==> src/pkg/mcd_pkg.sv <==
// constants, opcodes and states shared by the opcode decoder core
package mcd_pkg;
	// widths
	localparam int PC_W = 11;
	localparam int DATA_W = 8;
	localparam int RAM_AW = 6;
	localparam int RAM_WORDS = 64;
	// instruction cycle framing: one strobe per 30 input clocks
	localparam int CYCLE_CLKS = 30;
	localparam int STROBE_HIGH_CLKS = 15;
	localparam int FETCH_PHASE = 2;
	// sampling window as hundredths of an instruction cycle
	localparam int SETUP_PCT = 20;
	localparam int HOLD_PCT = 10;
	localparam int SETUP_CLKS = (CYCLE_CLKS * SETUP_PCT) / 100;
	localparam int HOLD_CLKS = (CYCLE_CLKS * HOLD_PCT) / 100;
	localparam int WIN_OPEN = STROBE_HIGH_CLKS - SETUP_CLKS;
	localparam int WIN_CLOSE = STROBE_HIGH_CLKS + HOLD_CLKS;
	// last instruction cycle of a four-cycle conversion
	localparam logic [1:0] CONV_LAST = 2'h3;
	// reset values
	localparam logic [PC_W-1:0] PC_RESET = 11'h000;
	localparam logic [DATA_W-1:0] ACC_RESET = 8'h00;
	// opcodes
	localparam logic [7:0] OP_MOV_AI = 8'h23;
	localparam logic [7:0] OP_XCH_IND = 8'h20;
	localparam logic [7:0] OP_XCH_REG = 8'h28;
	localparam logic [7:0] OP_SWAP_LOW_NIBBLE = 8'h30;
	localparam logic [7:0] OP_CONV_RD = 8'h80;
	localparam logic [7:0] OP_CARRY_CLEAR_OP = 8'h97;
	localparam logic [7:0] OP_ST_IND = 8'ha0;
	localparam logic [7:0] OP_LOOKUP = 8'ha3;
	localparam logic [7:0] OP_CARRY_INVERT_OP = 8'ha7;
	localparam logic [7:0] OP_ST_REG = 8'ha8;
	localparam logic [7:0] OP_IMM_IND = 8'hb0;
	localparam logic [7:0] OP_IMM_REG = 8'hb8;
	localparam logic [7:0] OP_LD_IND = 8'hf0;
	localparam logic [7:0] OP_LD_REG = 8'hf8;
	// sequencer states, one-hot
	typedef enum logic [1:0] {
		MCD_ST_FETCH = 2'b01,
		MCD_ST_SECOND = 2'b10
	} mcd_state_e;
endpackage

==> src/design/mcd_core.sv <==
// instruction decode and sequencing core of a small 8-bit controller
`timescale 1ns/1ps
module mcd_core
	import mcd_pkg::*;
(
	// clock and reset
	input wire logic clk,
	input wire logic rst_n,
	// program memory, read data valid in the same clock
	output logic [PC_W-1:0] pm_addr,
	input wire logic [DATA_W-1:0] pm_data,
	// analog front end, already digitised sample per channel
	input wire logic [DATA_W-1:0] analog_input_zero,
	input wire logic [DATA_W-1:0] analog_input_one,
	input wire logic channel_select,
	// timing outputs
	output logic cycle_strobe,
	output logic sample_window,
	output logic conversion_done,
	// visible state
	output logic [DATA_W-1:0] acc,
	output logic carry,
	output logic [PC_W-1:0] pc,
	output logic port_designator_ok
);
	// true for opcodes that occupy two instruction cycles
	function automatic logic is_two_cycle(input logic [7:0] op);
		is_two_cycle = (op == OP_MOV_AI) || (op == OP_LOOKUP) || (op == OP_CONV_RD) ||
			(op[7:1] == OP_IMM_IND[7:1]) || (op[7:3] == OP_IMM_REG[7:3]);
	endfunction
	// on-chip ports 1,2 and expander ports 4 to 7
	function automatic logic port_ok(input logic [2:0] p);
		port_ok = (p == 3'h1) || (p == 3'h2) || (p[2] == 1'b1);
	endfunction

	// sequencer state
	mcd_state_e state_reg;
	mcd_state_e state_next;
	logic [4:0] phase_reg; // position within the instruction cycle
	logic [4:0] phase_next;
	logic [7:0] opcode_reg; // opcode of the instruction in flight
	logic [7:0] operand_reg; // second program byte
	logic [PC_W-1:0] pc_reg;
	logic [PC_W-1:0] pm_addr_reg;
	logic [DATA_W-1:0] acc_reg;
	logic carry_reg;
	logic strobe_reg;
	logic window_reg;
	// data memory: working registers live in the first eight words
	logic [DATA_W-1:0] ram [RAM_WORDS];
	// converter
	logic [1:0] conv_cnt_reg;
	logic [DATA_W-1:0] sample_reg;
	logic [DATA_W-1:0] result_reg;
	logic done_reg;

	// decode wires
	wire cycle_end = (phase_reg == 5'(CYCLE_CLKS - 1));
	wire fetch_edge = (phase_reg == 5'(FETCH_PHASE));
	wire two_cyc = is_two_cycle(opcode_reg);
	wire exec = cycle_end && ((state_reg == MCD_ST_SECOND) || !two_cyc);
	wire [RAM_AW-1:0] ptr_addr = ram[{5'h00, opcode_reg[0]}][RAM_AW-1:0];
	wire [RAM_AW-1:0] reg_addr = {3'h0, opcode_reg[2:0]};
	wire [DATA_W-1:0] ind_data = ram[ptr_addr];
	wire [DATA_W-1:0] reg_data = ram[reg_addr];
	wire is_st_ind = (opcode_reg[7:1] == OP_ST_IND[7:1]);
	wire is_ld_ind = (opcode_reg[7:1] == OP_LD_IND[7:1]);
	wire is_xch_ind = (opcode_reg[7:1] == OP_XCH_IND[7:1]);
	wire is_swap_low_nibble = (opcode_reg[7:1] == OP_SWAP_LOW_NIBBLE[7:1]);
	wire is_imm_ind = (opcode_reg[7:1] == OP_IMM_IND[7:1]);
	wire is_xch_reg = (opcode_reg[7:3] == OP_XCH_REG[7:3]);
	wire is_imm_reg = (opcode_reg[7:3] == OP_IMM_REG[7:3]);
	wire is_st_reg = (opcode_reg[7:3] == OP_ST_REG[7:3]);
	wire is_ld_reg = (opcode_reg[7:3] == OP_LD_REG[7:3]);
	// opcodes whose second cycle fetches an operand byte; the others must not step pc then
	wire two_byte = (opcode_reg == OP_MOV_AI) || is_imm_ind || is_imm_reg;
	// lookup stays inside the current 256-byte page
	wire [PC_W-1:0] lookup_addr = {pc_reg[PC_W-1:8], acc_reg};
	wire [DATA_W-1:0] sel_input = channel_select ? analog_input_one : analog_input_zero;

	// accumulator, carry and memory write results of the executing opcode
	logic [DATA_W-1:0] acc_next;
	logic carry_next;
	logic ram_we;
	logic [RAM_AW-1:0] ram_waddr;
	logic [DATA_W-1:0] ram_wdata;
	always_comb begin
		acc_next = acc_reg;
		carry_next = carry_reg;
		ram_we = 1'b0;
		ram_waddr = ptr_addr;
		ram_wdata = acc_reg;
		if (exec) begin
			if (opcode_reg == OP_MOV_AI) begin
				acc_next = operand_reg;
			end else if (opcode_reg == OP_LOOKUP) begin
				acc_next = operand_reg;
			end else if (opcode_reg == OP_CONV_RD) begin
				acc_next = result_reg;
			end else if (opcode_reg == OP_CARRY_CLEAR_OP) begin
				carry_next = 1'b0;
			end else if (opcode_reg == OP_CARRY_INVERT_OP) begin
				carry_next = !carry_reg;
			end else if (is_st_ind) begin
				ram_we = 1'b1;
			end else if (is_ld_ind) begin
				acc_next = ind_data;
			end else if (is_xch_ind) begin
				acc_next = ind_data;
				ram_we = 1'b1;
			end else if (is_swap_low_nibble) begin
				acc_next = {acc_reg[7:4], ind_data[3:0]};
				ram_wdata = {ind_data[7:4], acc_reg[3:0]};
				ram_we = 1'b1;
			end else if (is_imm_ind) begin
				ram_wdata = operand_reg;
				ram_we = 1'b1;
			end else if (is_xch_reg) begin
				acc_next = reg_data;
				ram_waddr = reg_addr;
				ram_we = 1'b1;
			end else if (is_imm_reg) begin
				ram_waddr = reg_addr;
				ram_wdata = operand_reg;
				ram_we = 1'b1;
			end else if (is_st_reg) begin
				ram_waddr = reg_addr;
				ram_we = 1'b1;
			end else if (is_ld_reg) begin
				acc_next = reg_data;
			end else begin
				acc_next = acc_reg; // unlisted opcodes act as no-ops
			end
		end
	end

	// phase counter wraps every instruction cycle
	assign phase_next = cycle_end ? 5'h00 : phase_reg + 5'h01;

	// next sequencer state: two-cycle opcodes spend one extra cycle
	always_comb begin
		state_next = state_reg;
		case (state_reg)
			MCD_ST_FETCH: begin
				if (cycle_end && two_cyc) begin
					state_next = MCD_ST_SECOND;
				end
			end
			MCD_ST_SECOND: begin
				if (cycle_end) begin
					state_next = MCD_ST_FETCH;
				end
			end
			default: begin
				state_next = MCD_ST_FETCH;
			end
		endcase
	end

	// sequencer registers; reset forces the first fetch from zero
	always_ff @(posedge clk) begin
		if (!rst_n) begin
			state_reg <= MCD_ST_FETCH;
			phase_reg <= 5'h00;
			pc_reg <= PC_RESET;
			acc_reg <= ACC_RESET;
			carry_reg <= 1'b0;
		end else begin
			state_reg <= state_next;
			phase_reg <= phase_next;
			acc_reg <= acc_next;
			carry_reg <= carry_next;
			// only opcode and operand bytes step pc; the lookup byte and the idle
			// second cycle of a conversion read must not skip the next opcode
			if (fetch_edge && (state_reg == MCD_ST_FETCH || two_byte)) begin
				pc_reg <= pc_reg + 11'h001;
			end
		end
	end

	// byte capture: opcode in the first cycle, operand in the second
	always_ff @(posedge clk) begin
		if (!rst_n) begin
			opcode_reg <= 8'h00;
			operand_reg <= 8'h00;
		end else if (fetch_edge && state_reg == MCD_ST_FETCH) begin
			opcode_reg <= pm_data;
		end else if (fetch_edge) begin
			operand_reg <= pm_data;
		end
	end

	// program address is set up at the start of each cycle
	always_ff @(posedge clk) begin
		if (!rst_n) begin
			pm_addr_reg <= PC_RESET;
		end else if (phase_next == 5'h00) begin
			pm_addr_reg <= (state_next == MCD_ST_SECOND && opcode_reg == OP_LOOKUP) ? lookup_addr : pc_reg;
		end
	end

	// data memory write; no reset so it maps onto a plain array
	always_ff @(posedge clk) begin
		if (ram_we) begin
			ram[ram_waddr] <= ram_wdata;
		end
	end

	// strobe and sampling window track the phase of the next clock
	always_ff @(posedge clk) begin
		if (!rst_n) begin
			strobe_reg <= 1'b0;
			window_reg <= 1'b0;
		end else begin
			strobe_reg <= (phase_next < 5'(STROBE_HIGH_CLKS));
			window_reg <= (phase_next >= 5'(WIN_OPEN)) && (phase_next < 5'(WIN_CLOSE));
		end
	end

	// converter: sample in cycle zero, result lands after cycle three
	always_ff @(posedge clk) begin
		if (!rst_n) begin
			conv_cnt_reg <= 2'h0;
			sample_reg <= 8'h00;
			result_reg <= 8'h00;
			done_reg <= 1'b0;
		end else begin
			done_reg <= cycle_end && (conv_cnt_reg == CONV_LAST);
			if (cycle_end) begin
				conv_cnt_reg <= conv_cnt_reg + 2'h1;
			end
			// input is held while the window is open, taken as it closes
			if (conv_cnt_reg == 2'h0 && phase_reg == 5'(WIN_CLOSE - 1)) begin
				sample_reg <= sel_input;
			end
			if (cycle_end && conv_cnt_reg == CONV_LAST) begin
				result_reg <= sample_reg;
			end
		end
	end

	// outputs
	assign pm_addr = pm_addr_reg;
	assign cycle_strobe = strobe_reg;
	assign sample_window = window_reg;
	assign conversion_done = done_reg;
	assign acc = acc_reg;
	assign carry = carry_reg;
	assign pc = pc_reg;
	assign port_designator_ok = port_ok(opcode_reg[2:0]);

	// checks
	// the first strobe after reset starts at phase 1, one clock short, so it is not timed
	a_strobe_period: assert property (@(posedge clk) disable iff (!rst_n)
		$rose(cycle_strobe) && $past(rst_n, 2) |-> ##30 $rose(cycle_strobe)) else $error("strobe period wrong");
	// a strobe dropped by reset is not a real fall, so the edge after reset is skipped
	a_window_open: assert property (@(posedge clk) disable iff (!rst_n)
		$fell(cycle_strobe) && $past(rst_n) |-> $past(sample_window, 6) && !$past(sample_window, 7))
		else $error("window opened at wrong time");
	a_window_close: assert property (@(posedge clk) disable iff (!rst_n)
		$fell(cycle_strobe) && $past(rst_n) |-> sample_window ##2 sample_window ##1 !sample_window)
		else $error("window closed at wrong time");
	a_reset_state: assert property (@(posedge clk)
		!rst_n |=> pc == 11'h000 && !carry) else $error("reset did not clear state");
	a_carry_clear: assert property (@(posedge clk) disable iff (!rst_n)
		exec && opcode_reg == OP_CARRY_CLEAR_OP |=> !carry) else $error("carry not cleared");
	a_carry_invert: assert property (@(posedge clk) disable iff (!rst_n)
		exec && opcode_reg == OP_CARRY_INVERT_OP |=> carry != $past(carry)) else $error("carry not inverted");
	a_imm_acc_load: assert property (@(posedge clk) disable iff (!rst_n)
		state_reg == MCD_ST_FETCH && cycle_end && opcode_reg == OP_MOV_AI
		|=> state_reg == MCD_ST_SECOND ##30 acc == operand_reg) else $error("immediate load wrong");
	a_reg_swap: assert property (@(posedge clk) disable iff (!rst_n)
		exec && is_xch_reg |=> acc == $past(reg_data) && reg_data == $past(acc))
		else $error("register swap wrong");
	a_conv_spacing: assert property (@(posedge clk) disable iff (!rst_n)
		conversion_done |-> ##120 conversion_done) else $error("conversion not four cycles");
	// data moves land where the opcode says
	a_imm_mem_store: assert property (@(posedge clk) disable iff (!rst_n)
		exec && is_imm_ind |=> ram[$past(ptr_addr)] == $past(operand_reg))
		else $error("immediate store to memory wrong");
	a_imm_reg_load: assert property (@(posedge clk) disable iff (!rst_n)
		exec && is_imm_reg |=> reg_data == $past(operand_reg))
		else $error("immediate load to register wrong");
	a_acc_store: assert property (@(posedge clk) disable iff (!rst_n)
		exec && is_st_ind |=> ram[$past(ptr_addr)] == $past(acc))
		else $error("accumulator store wrong");
	a_ind_load: assert property (@(posedge clk) disable iff (!rst_n)
		exec && is_ld_ind |=> acc == $past(ind_data))
		else $error("indirect load wrong");
	a_ind_swap: assert property (@(posedge clk) disable iff (!rst_n)
		exec && is_xch_ind |=> acc == $past(ind_data) && ram[$past(ptr_addr)] == $past(acc))
		else $error("indirect swap wrong");
	a_nibble_swap: assert property (@(posedge clk) disable iff (!rst_n)
		exec && is_swap_low_nibble |=> acc[7:4] == $past(acc[7:4]) && acc[3:0] == $past(ind_data[3:0])
		&& ram[$past(ptr_addr)][3:0] == $past(acc[3:0]))
		else $error("nibble swap wrong");
	// table lookup stays in the current page
	a_lookup_addr: assert property (@(posedge clk) disable iff (!rst_n)
		state_reg == MCD_ST_SECOND && opcode_reg == OP_LOOKUP |-> pm_addr == {pc[PC_W-1:8], acc})
		else $error("lookup address wrong");
	// byte sequencing and program counter stepping
	a_pc_hold: assert property (@(posedge clk) disable iff (!rst_n)
		fetch_edge && state_reg == MCD_ST_SECOND && !two_byte |=> $stable(pc))
		else $error("pc stepped in a one-byte second cycle");
	a_operand_fetch: assert property (@(posedge clk) disable iff (!rst_n)
		fetch_edge && state_reg == MCD_ST_SECOND |=> operand_reg == $past(pm_data))
		else $error("operand byte not captured");
	a_pc_step: assert property (@(posedge clk) disable iff (!rst_n)
		fetch_edge && state_reg == MCD_ST_FETCH |=> pc == $past(pc) + 11'h001)
		else $error("pc did not step on opcode fetch");
	// port field decode
	a_port_decode: assert property (@(posedge clk) disable iff (!rst_n)
		port_designator_ok == (opcode_reg[2:0] inside {3'h1, 3'h2, 3'h4, 3'h5, 3'h6, 3'h7}))
		else $error("port designator decode wrong");
	// converter pulse and reset values
	a_done_width: assert property (@(posedge clk) disable iff (!rst_n)
		conversion_done |=> !conversion_done)
		else $error("done pulse too long");
	a_reset_outputs: assert property (@(posedge clk)
		!rst_n |=> acc == 8'h00 && pm_addr == 11'h000 && !cycle_strobe)
		else $error("reset did not clear outputs");
	// window opens and closes around the strobe fall
	a_window_span: assert property (@(posedge clk) disable iff (!rst_n)
		$rose(sample_window) |-> ##6 $fell(cycle_strobe) ##3 $fell(sample_window))
		else $error("window span wrong");
endmodule

==> config.mk <==
export PLATFORM = sky130hd
export DESIGN_NAME = mcd_core
export DESIGN_NICKNAME = d
export VERILOG_FILES = /design/src/pkg/mcd_pkg.sv /design/src/design/mcd_core.sv
export SDC_FILE = /design/constraint.sdc
export NUM_CORES = 1
export LEC_CHECK = 0
export BUFFER_PORTS_ARGS = -buffer_cell sky130_fd_sc_hd__buf_2
export CAP_MARGIN = 20
export CORE_MARGIN = 3
export CORE_UTILIZATION = 40
export DETAILED_ROUTE_END_ITERATION = 6
export PLACE_DENSITY_LB_ADDON = 0.2
export SYNTH_ARGS = -nofsm -noshare
export SYNTH_HDL_FRONTEND = slang
export SYNTH_SLANG_ARGS = --single-unit
==> constraint.sdc <==
create_clock -name clk -period 4.7 [get_ports clk]
set_input_delay 0.235 -clock clk [delete_from_list [all_inputs] [get_ports clk]]
set_output_delay 0.235 -clock clk [all_outputs]
set_load 0.02 [all_outputs]
==> metrics.txt, run 1 <==
Yosys cell types 86; Cell Chain, Critical Path buf_12, nand2b_1, and2_1, nor2_1, o21ai_0, nor4_1, buf_4, nor4_1, o21ai_0, a21oi_4, buf_4; cell area after synthesis between 20000 and 30000 um2; maximum clock rate 233 MHz; CP Class reg -> reg; largest net degree at the start of global routing 105; Worst-Margin Slew 1020 ps; clk_skew 35.7 ps; Avg WL per Cell 27.0 um; total track usage 0.249; TritonCTS Sinks 590; crit start category register; Mean Syn Cell Area 11.8 um2; CTS root buffer clkbuf_16; area grow syn2layout 15.0%; slew margin rel. 0.312; Hold Fails Final Rpt 0; # resized after CTS 0; number of flip-flops in the largest register approximately 510; Site Rows 94; count of final setup violators 0; slowest stage cell, crit path a21oi_4; combinational share of power 0.054; Max H-tree Level 3; dominant cell type by area after synthesis edfxtp_1; TNS Setup 0 ps; worst ir drop on vdd roughly 0.00020 V; IO Pins between 60 and 70; Synth top area share 0.572; Residual DRC 0; P_leak roughly 9.8 nW; Req. time, crit path 5130 ps; Synth Flop Type edfxtp_1; Final min period ~4300 ps; Die ar. around 70000 um2; gr ovfl total 0; vias 20600; synth top area cells edfxtp_1 (57%), dfxtp_1 (5.8%), a21oi_1 (4.4%), nor2_1 (4.0%), mux2i_1 (2.6%); switching fraction of total power 0.229; clock network power share 0.431; sequential fraction of the synthesis area 0.630; Post-synth ARST share 0; kind of cell adding the most delay to the critical path simple AND/OR/NAND/NOR gates; most common cell in the netlist edfxtp_1; Initial DRC Count between 2000 and 2500; vias in the first global route 19700; antenna cell count 0; non-filler instance count after layout 3307; MaxCap Viol Count 0; setup repair bufs after CTS 0; Cells after Synth around 2300; Routability Congestion roughly 0.88; final WL slightly below 90000 um; Ys Warns 0; Placed Instances 3183; WHS ~19 ps; Die W 265 um; initial core utilization 0.406; P_int 8.49 mW; register area 16900 um2; drt pass-1 iters 6; latest clock arrival within the worst-skew pair 610 ps; area of the multi-input gates 9240 um2; pwr dens approximately 360 nW/um2; RSZ-0062 raised after global routing no; post-route cell area 30900 um2; Hold Crit Class in -> reg; syn_nets around 2300; HPWL after DPL 56100 um; DP Area 28900 um2; Synth top cells by count edfxtp_1 (512), nor2_1 (289), a21oi_1 (237); CTS buffer count 66; clk buf depth 3; ANT nets after route 0; routed vias/inst ~6.2; crit-path max FO approximately 100; Filler cells just under 6000; Final Net Count 2431; net switching power figure approximately 2.5 mW; synthesized flop and latch total 590; Reg clk slew, reported paths around 60 ps; chip height 265 um; CP bufs+invs 3; share of total power in sequential cells 0.515; core area approximately 66000 um2; share of cells above drive strength 1 0.150; status completed; CTS tree yes; post-route clock period utilization 0.911; EDFF count, synth 512; Final Slew Violations 0; Slowest Stage Delay on Critical Path 760 ps; antenna violations before repair 3; PortBufs 61; CP endpoint kind register; Arr. time, crit path 4710 ps; hold path startpoint analog_input_zero[0]; first-pass GRT wire length 131000 um
==> power groups by stage <==
stage | Sequential (mW) | Combinational, mW | Clock [mW]
finish | 5.67 | 0.591 | 4.75
detailed placement | 5.78 | 0.575 | 0
floorplan | 5.77 | 0.391 | 0
CTS | 5.67 | 0.582 | 4.82
global route | 5.68 | 0.632 | 5.02
global placement | 5.78 | 0.565 | 0
==> cell families after synthesis <==
logic type / after synthesis / synth area share
multiplexers: 98 / 0.0446
flip-flops: 590 / 0.630
AO/OA/AOI/OAI: 711 / 0.172
AND/OR/NAND/NOR: 676 / 0.114
adder cells (fa/ha/maj): 9 / 0.00419
buffers and inverters: 187 / 0.0319
XOR/XNOR: 10 / 0.00326
==> area by class of cell <==
type                    count  share of cell area
flip-flops and latches    590               0.548
multi-input cells        1504               0.299
clock buffers              88              0.0574
repair buffers            219              0.0547
well taps                 864              0.0350
clock inverters            28             0.00469
inverters                  14             0.00170
==> per-stage QoR <==
step,util,setup slack [ps],total power [mW]
final,0.467,417,11.0
after global routing,0.467,295,11.3
after CTS,0.467,457,11.1
after detailed placement,0.437,493,6.36
after global placement,0.437,590,6.35
after floorplan,-,206,6.16
==> placed cells by master (no fill, tap or decap), types with 10 or more instances in the layout <==
| master | instances |
|---|---|
| buf_2 | 61 |
| o211ai_1 | 29 |
| nand2b_1 | 16 |
| buf_12 | 14 |
| buf_4 | 135 |
| nor2_1 | 289 |
| dfxtp_1 | 77 |
| clkinv_1 | 11 |
| a31oi_1 | 19 |
| edfxtp_1 | 512 |
| o22ai_1 | 55 |
| a221oi_1 | 14 |
| o21bai_1 | 15 |
| nand3_1 | 60 |
| mux2i_1 | 68 |
| o221ai_1 | 26 |
| and3_1 | 13 |
| o21ai_0 | 92 |
| o311ai_0 | 10 |
| nor3_1 | 43 |
| or3_1 | 13 |
| nand2_1 | 168 |
| o2111ai_1 | 12 |
| a211oi_1 | 82 |
| a21oi_1 | 233 |
| nor4_1 | 13 |
| mux4_2 | 16 |
| inv_1 | 13 |
| clkbuf_1 | 19 |
| clkbuf_16 | 67 |
| clkinv_2 | 11 |
| a21boi_0 | 46 |
==> metal layers <==
metal	global-route usage	wire length, um
met5	0	34
met4	0.0830	2820
met3	0.0435	7870
met2	0.401	41500
met1	0.344	37100
==> worst register-to-register path, stage by stage, from the launching register on <==
cell and delay (ps):
dfxtp_4 590, buf_12 490, nand2b_1 270, and2_1 270, nor2_1 140, o21ai_0 120
nor4_1 110, buf_4 150, nor4_1 490, o21ai_0 330, a21oi_4 760, buf_4 360
==> repair_timing <==
action / CTS / global route
endpoints found under the hold margin: 17 / 0
endpoints found under the setup margin: 0 / 0
hold buffers: 8 / 0
==> worst paths after layout <==
path                            slack, ps  cells after the start            end
worst min register to register        470                      2  result_reg[2]
worst max register to register        420                     11     ram[36][7]
worst max-delay path                  420                     11     ram[36][7]
worst min-delay path                   20                      3  sample_reg[0]
Power figures use the tool's default switching activity.
==> run 2: changes to the inputs <==
--- a/config.mk
+++ b/config.mk
@@ -7,10 +7,12 @@
 export LEC_CHECK = 0
 export BUFFER_PORTS_ARGS = -buffer_cell sky130_fd_sc_hd__buf_2
 export CAP_MARGIN = 20
+export CELL_PAD_IN_SITES_DETAIL_PLACEMENT = 0
+export CELL_PAD_IN_SITES_GLOBAL_PLACEMENT = 1
 export CORE_MARGIN = 3
 export CORE_UTILIZATION = 40
 export DETAILED_ROUTE_END_ITERATION = 6
-export PLACE_DENSITY_LB_ADDON = 0.2
+export PLACE_DENSITY = 0.71
 export SYNTH_ARGS = -nofsm -noshare
 export SYNTH_HDL_FRONTEND = slang
 export SYNTH_SLANG_ARGS = --single-unit
==> metrics.txt, run 2 (synthesized netlist as in run 1, its figures left out) <==
gr ovfl total 0 (unchanged); share of total power in sequential cells 0.501 (-0.014); WHS -1.36 ps (-20.3 ps); pwr dens 362 nW/um2 (+1.6%); Initial DRC Count 2593 (+18%); count of final setup violators 0 (unchanged); crit start category register; TNS Setup 0 ps (unchanged); first-pass GRT wire length 132000 um (+0.64%); Max H-tree Level 2 (-1); Final Slew Violations 0 (unchanged); Residual DRC 0 (unchanged); final WL 89800 um (+0.46%); Site Rows 94 (unchanged); slew margin rel. 0.213 (-0.0984); post-route clock period utilization 0.943 (+0.0321); worst ir drop on vdd 0.000310 V (+56%); Reg clk slew, reported paths 60 ps (about the same); leading cell type in the layout, fill and taps excluded edfxtp_1; largest net degree at the start of global routing 70 (-33%); Final min period 4430 ps (+151 ps); latest clock arrival within the worst-skew pair 640 ps (+30 ps); DP Worst Slack 416 ps (-76.8 ps); TritonCTS Sinks 590 (unchanged); DP Area 29100 um2 (+0.48%); core area 66200 um2 (unchanged); met1 Resource Use GR 0.348 (+0.00345); Hold Fails Final Rpt 1 (+1); Worst-Margin Slew 1180 ps (+157 ps); M3 GR Usage 0.0400 (-0.00351); failing checks hold timing; CTS tree yes; maximum clock rate 226 MHz (-3.4%); Die ar. 70400 um2 (unchanged); crit-path max FO 46 (-56%); MaxCap Viol Count 0 (unchanged); number of flip-flops in the largest register 512 (unchanged); P_leak 10.0 nW (+2.0%); HPWL after DPL 58800 um (+4.8%); drt pass-1 iters 6 (unchanged); Req. time, crit path 5130 ps (about the same); Die W 265 um (unchanged); combinational share of power 0.054 (about the same); clk_skew 27.3 ps (-8.42 ps); Worst Setup Slack, final 266 ps (-151 ps); P_int 8.82 mW (+3.9%); ANT nets after route 0 (unchanged); vias 20600 (+0.048%); PortBufs 61 (unchanged); busiest layer in global routing met2; RSZ-0062 raised after global routing no; met2 usage 0.400 (-0.000988); non-filler instance count after layout 3328 (+0.64%); antenna violations before repair 1 (-2); Avg WL per Cell 27.0 um (-0.17%); clk buf depth 3 (unchanged); Hold Crit Class in -> reg; net switching power figure 2.51 mW (-0.39%); area grow syn2layout 16.5%; Filler cells 5860 (-1.2%); CP Class reg -> reg; status finished with violations; switching fraction of total power 0.222 (-0.00740); most frequent cells in the layout edfxtp_1 (512), nor2_1 (289), a21oi_1 (233); initial core utilization 0.406 (unchanged); setup repair bufs after CTS 0 (unchanged); Finished Core Util 0.473 (+0.00612); clock network power share 0.446 (+0.015); Placed Instances 3196 (+0.41%); CTS buffer count 61 (-7.6%); share of cells above drive strength 1 0.156 (+0.00568); total track usage 0.250 (+0.000408); CP endpoint kind register; IO Pins 62 (unchanged); Final Net Count 2450 (+0.78%); Routability Congestion 0.893 (+1.1%); # resized after CTS 0 (unchanged); Arr. time, crit path 4860 ps (+150 ps); CTS root buffer clkbuf_16; post-route cell area 31300 um2 (+1.3%); routed vias/inst 6.20 (-0.58%); vias in the first global route 19800 (+0.43%); chip height 265 um (unchanged)
[run 2: final cells by class]
type                       instances  area, um2  area share
clock buffer                      75       1610      0.0513
timing repair buffer             243       1960      0.0627
clock inverter                    37        465      0.0149
tap                              864       1080      0.0345
sequential                       590      16900       0.541
inverter                          14       52.6     0.00168
antenna                            1       2.50   0.0000799
multi-input combinational       1504       9220       0.294
[run 2: stage by stage]
| step | hold WS [ps] | total power [mW] |
|---|---|---|
| after floorplan | 382 | 6.16 |
| after global placement | 457 | 6.36 |
| after detailed placement | 460 | 6.37 |
| after CTS | 1.06 | 11.4 |
| after global routing | 14.7 | 11.7 |
| final | -1.36 | 11.3 |
[run 2: timing repair]
item,CTS,global route
setup endpoints to repair,0,0
hold buffers,19,0
hold endpoints to repair,24,0
[run 2: worst paths after layout]
path	startpoint	endpoint	slack (ps)	cells past startpoint
worst min register to register	result_reg[1]	result_reg[1]	460	2
worst max register to register	ram[0][0]	ram[49][4]	270	9
worst min-delay path	analog_input_one[4]	sample_reg[4]	-1	3
worst max-delay path	ram[0][0]	ram[49][4]	270	9
[run 2: routing by layer]
metal	vias up	part of all wire
met5	-	0
met2	1100	0.46
li1	9051	-
met1	10300	0.42
met4	0	0.036
met3	186	0.088
[run 2: critical path: stages, from the launching register on]
cell and delay, ps:
edfxtp_1 730, or3_1 540, and2_1 590, o211ai_1 290
o221ai_1 200, a221oi_1 340, a31oi_1 130, a2111o_1 460
a21oi_4 580, buf_12 330
[run 2: power by group through the flow]
stage / clock (mW) / combinational, mW / sequential [mW]
finish: 5.05 / 0.607 / 5.68
global route: 5.34 / 0.654 / 5.68
global placement: 0 / 0.578 / 5.79
floorplan: 0 / 0.391 / 5.77
CTS: 5.12 / 0.602 / 5.68
detailed placement: 0 / 0.586 / 5.79
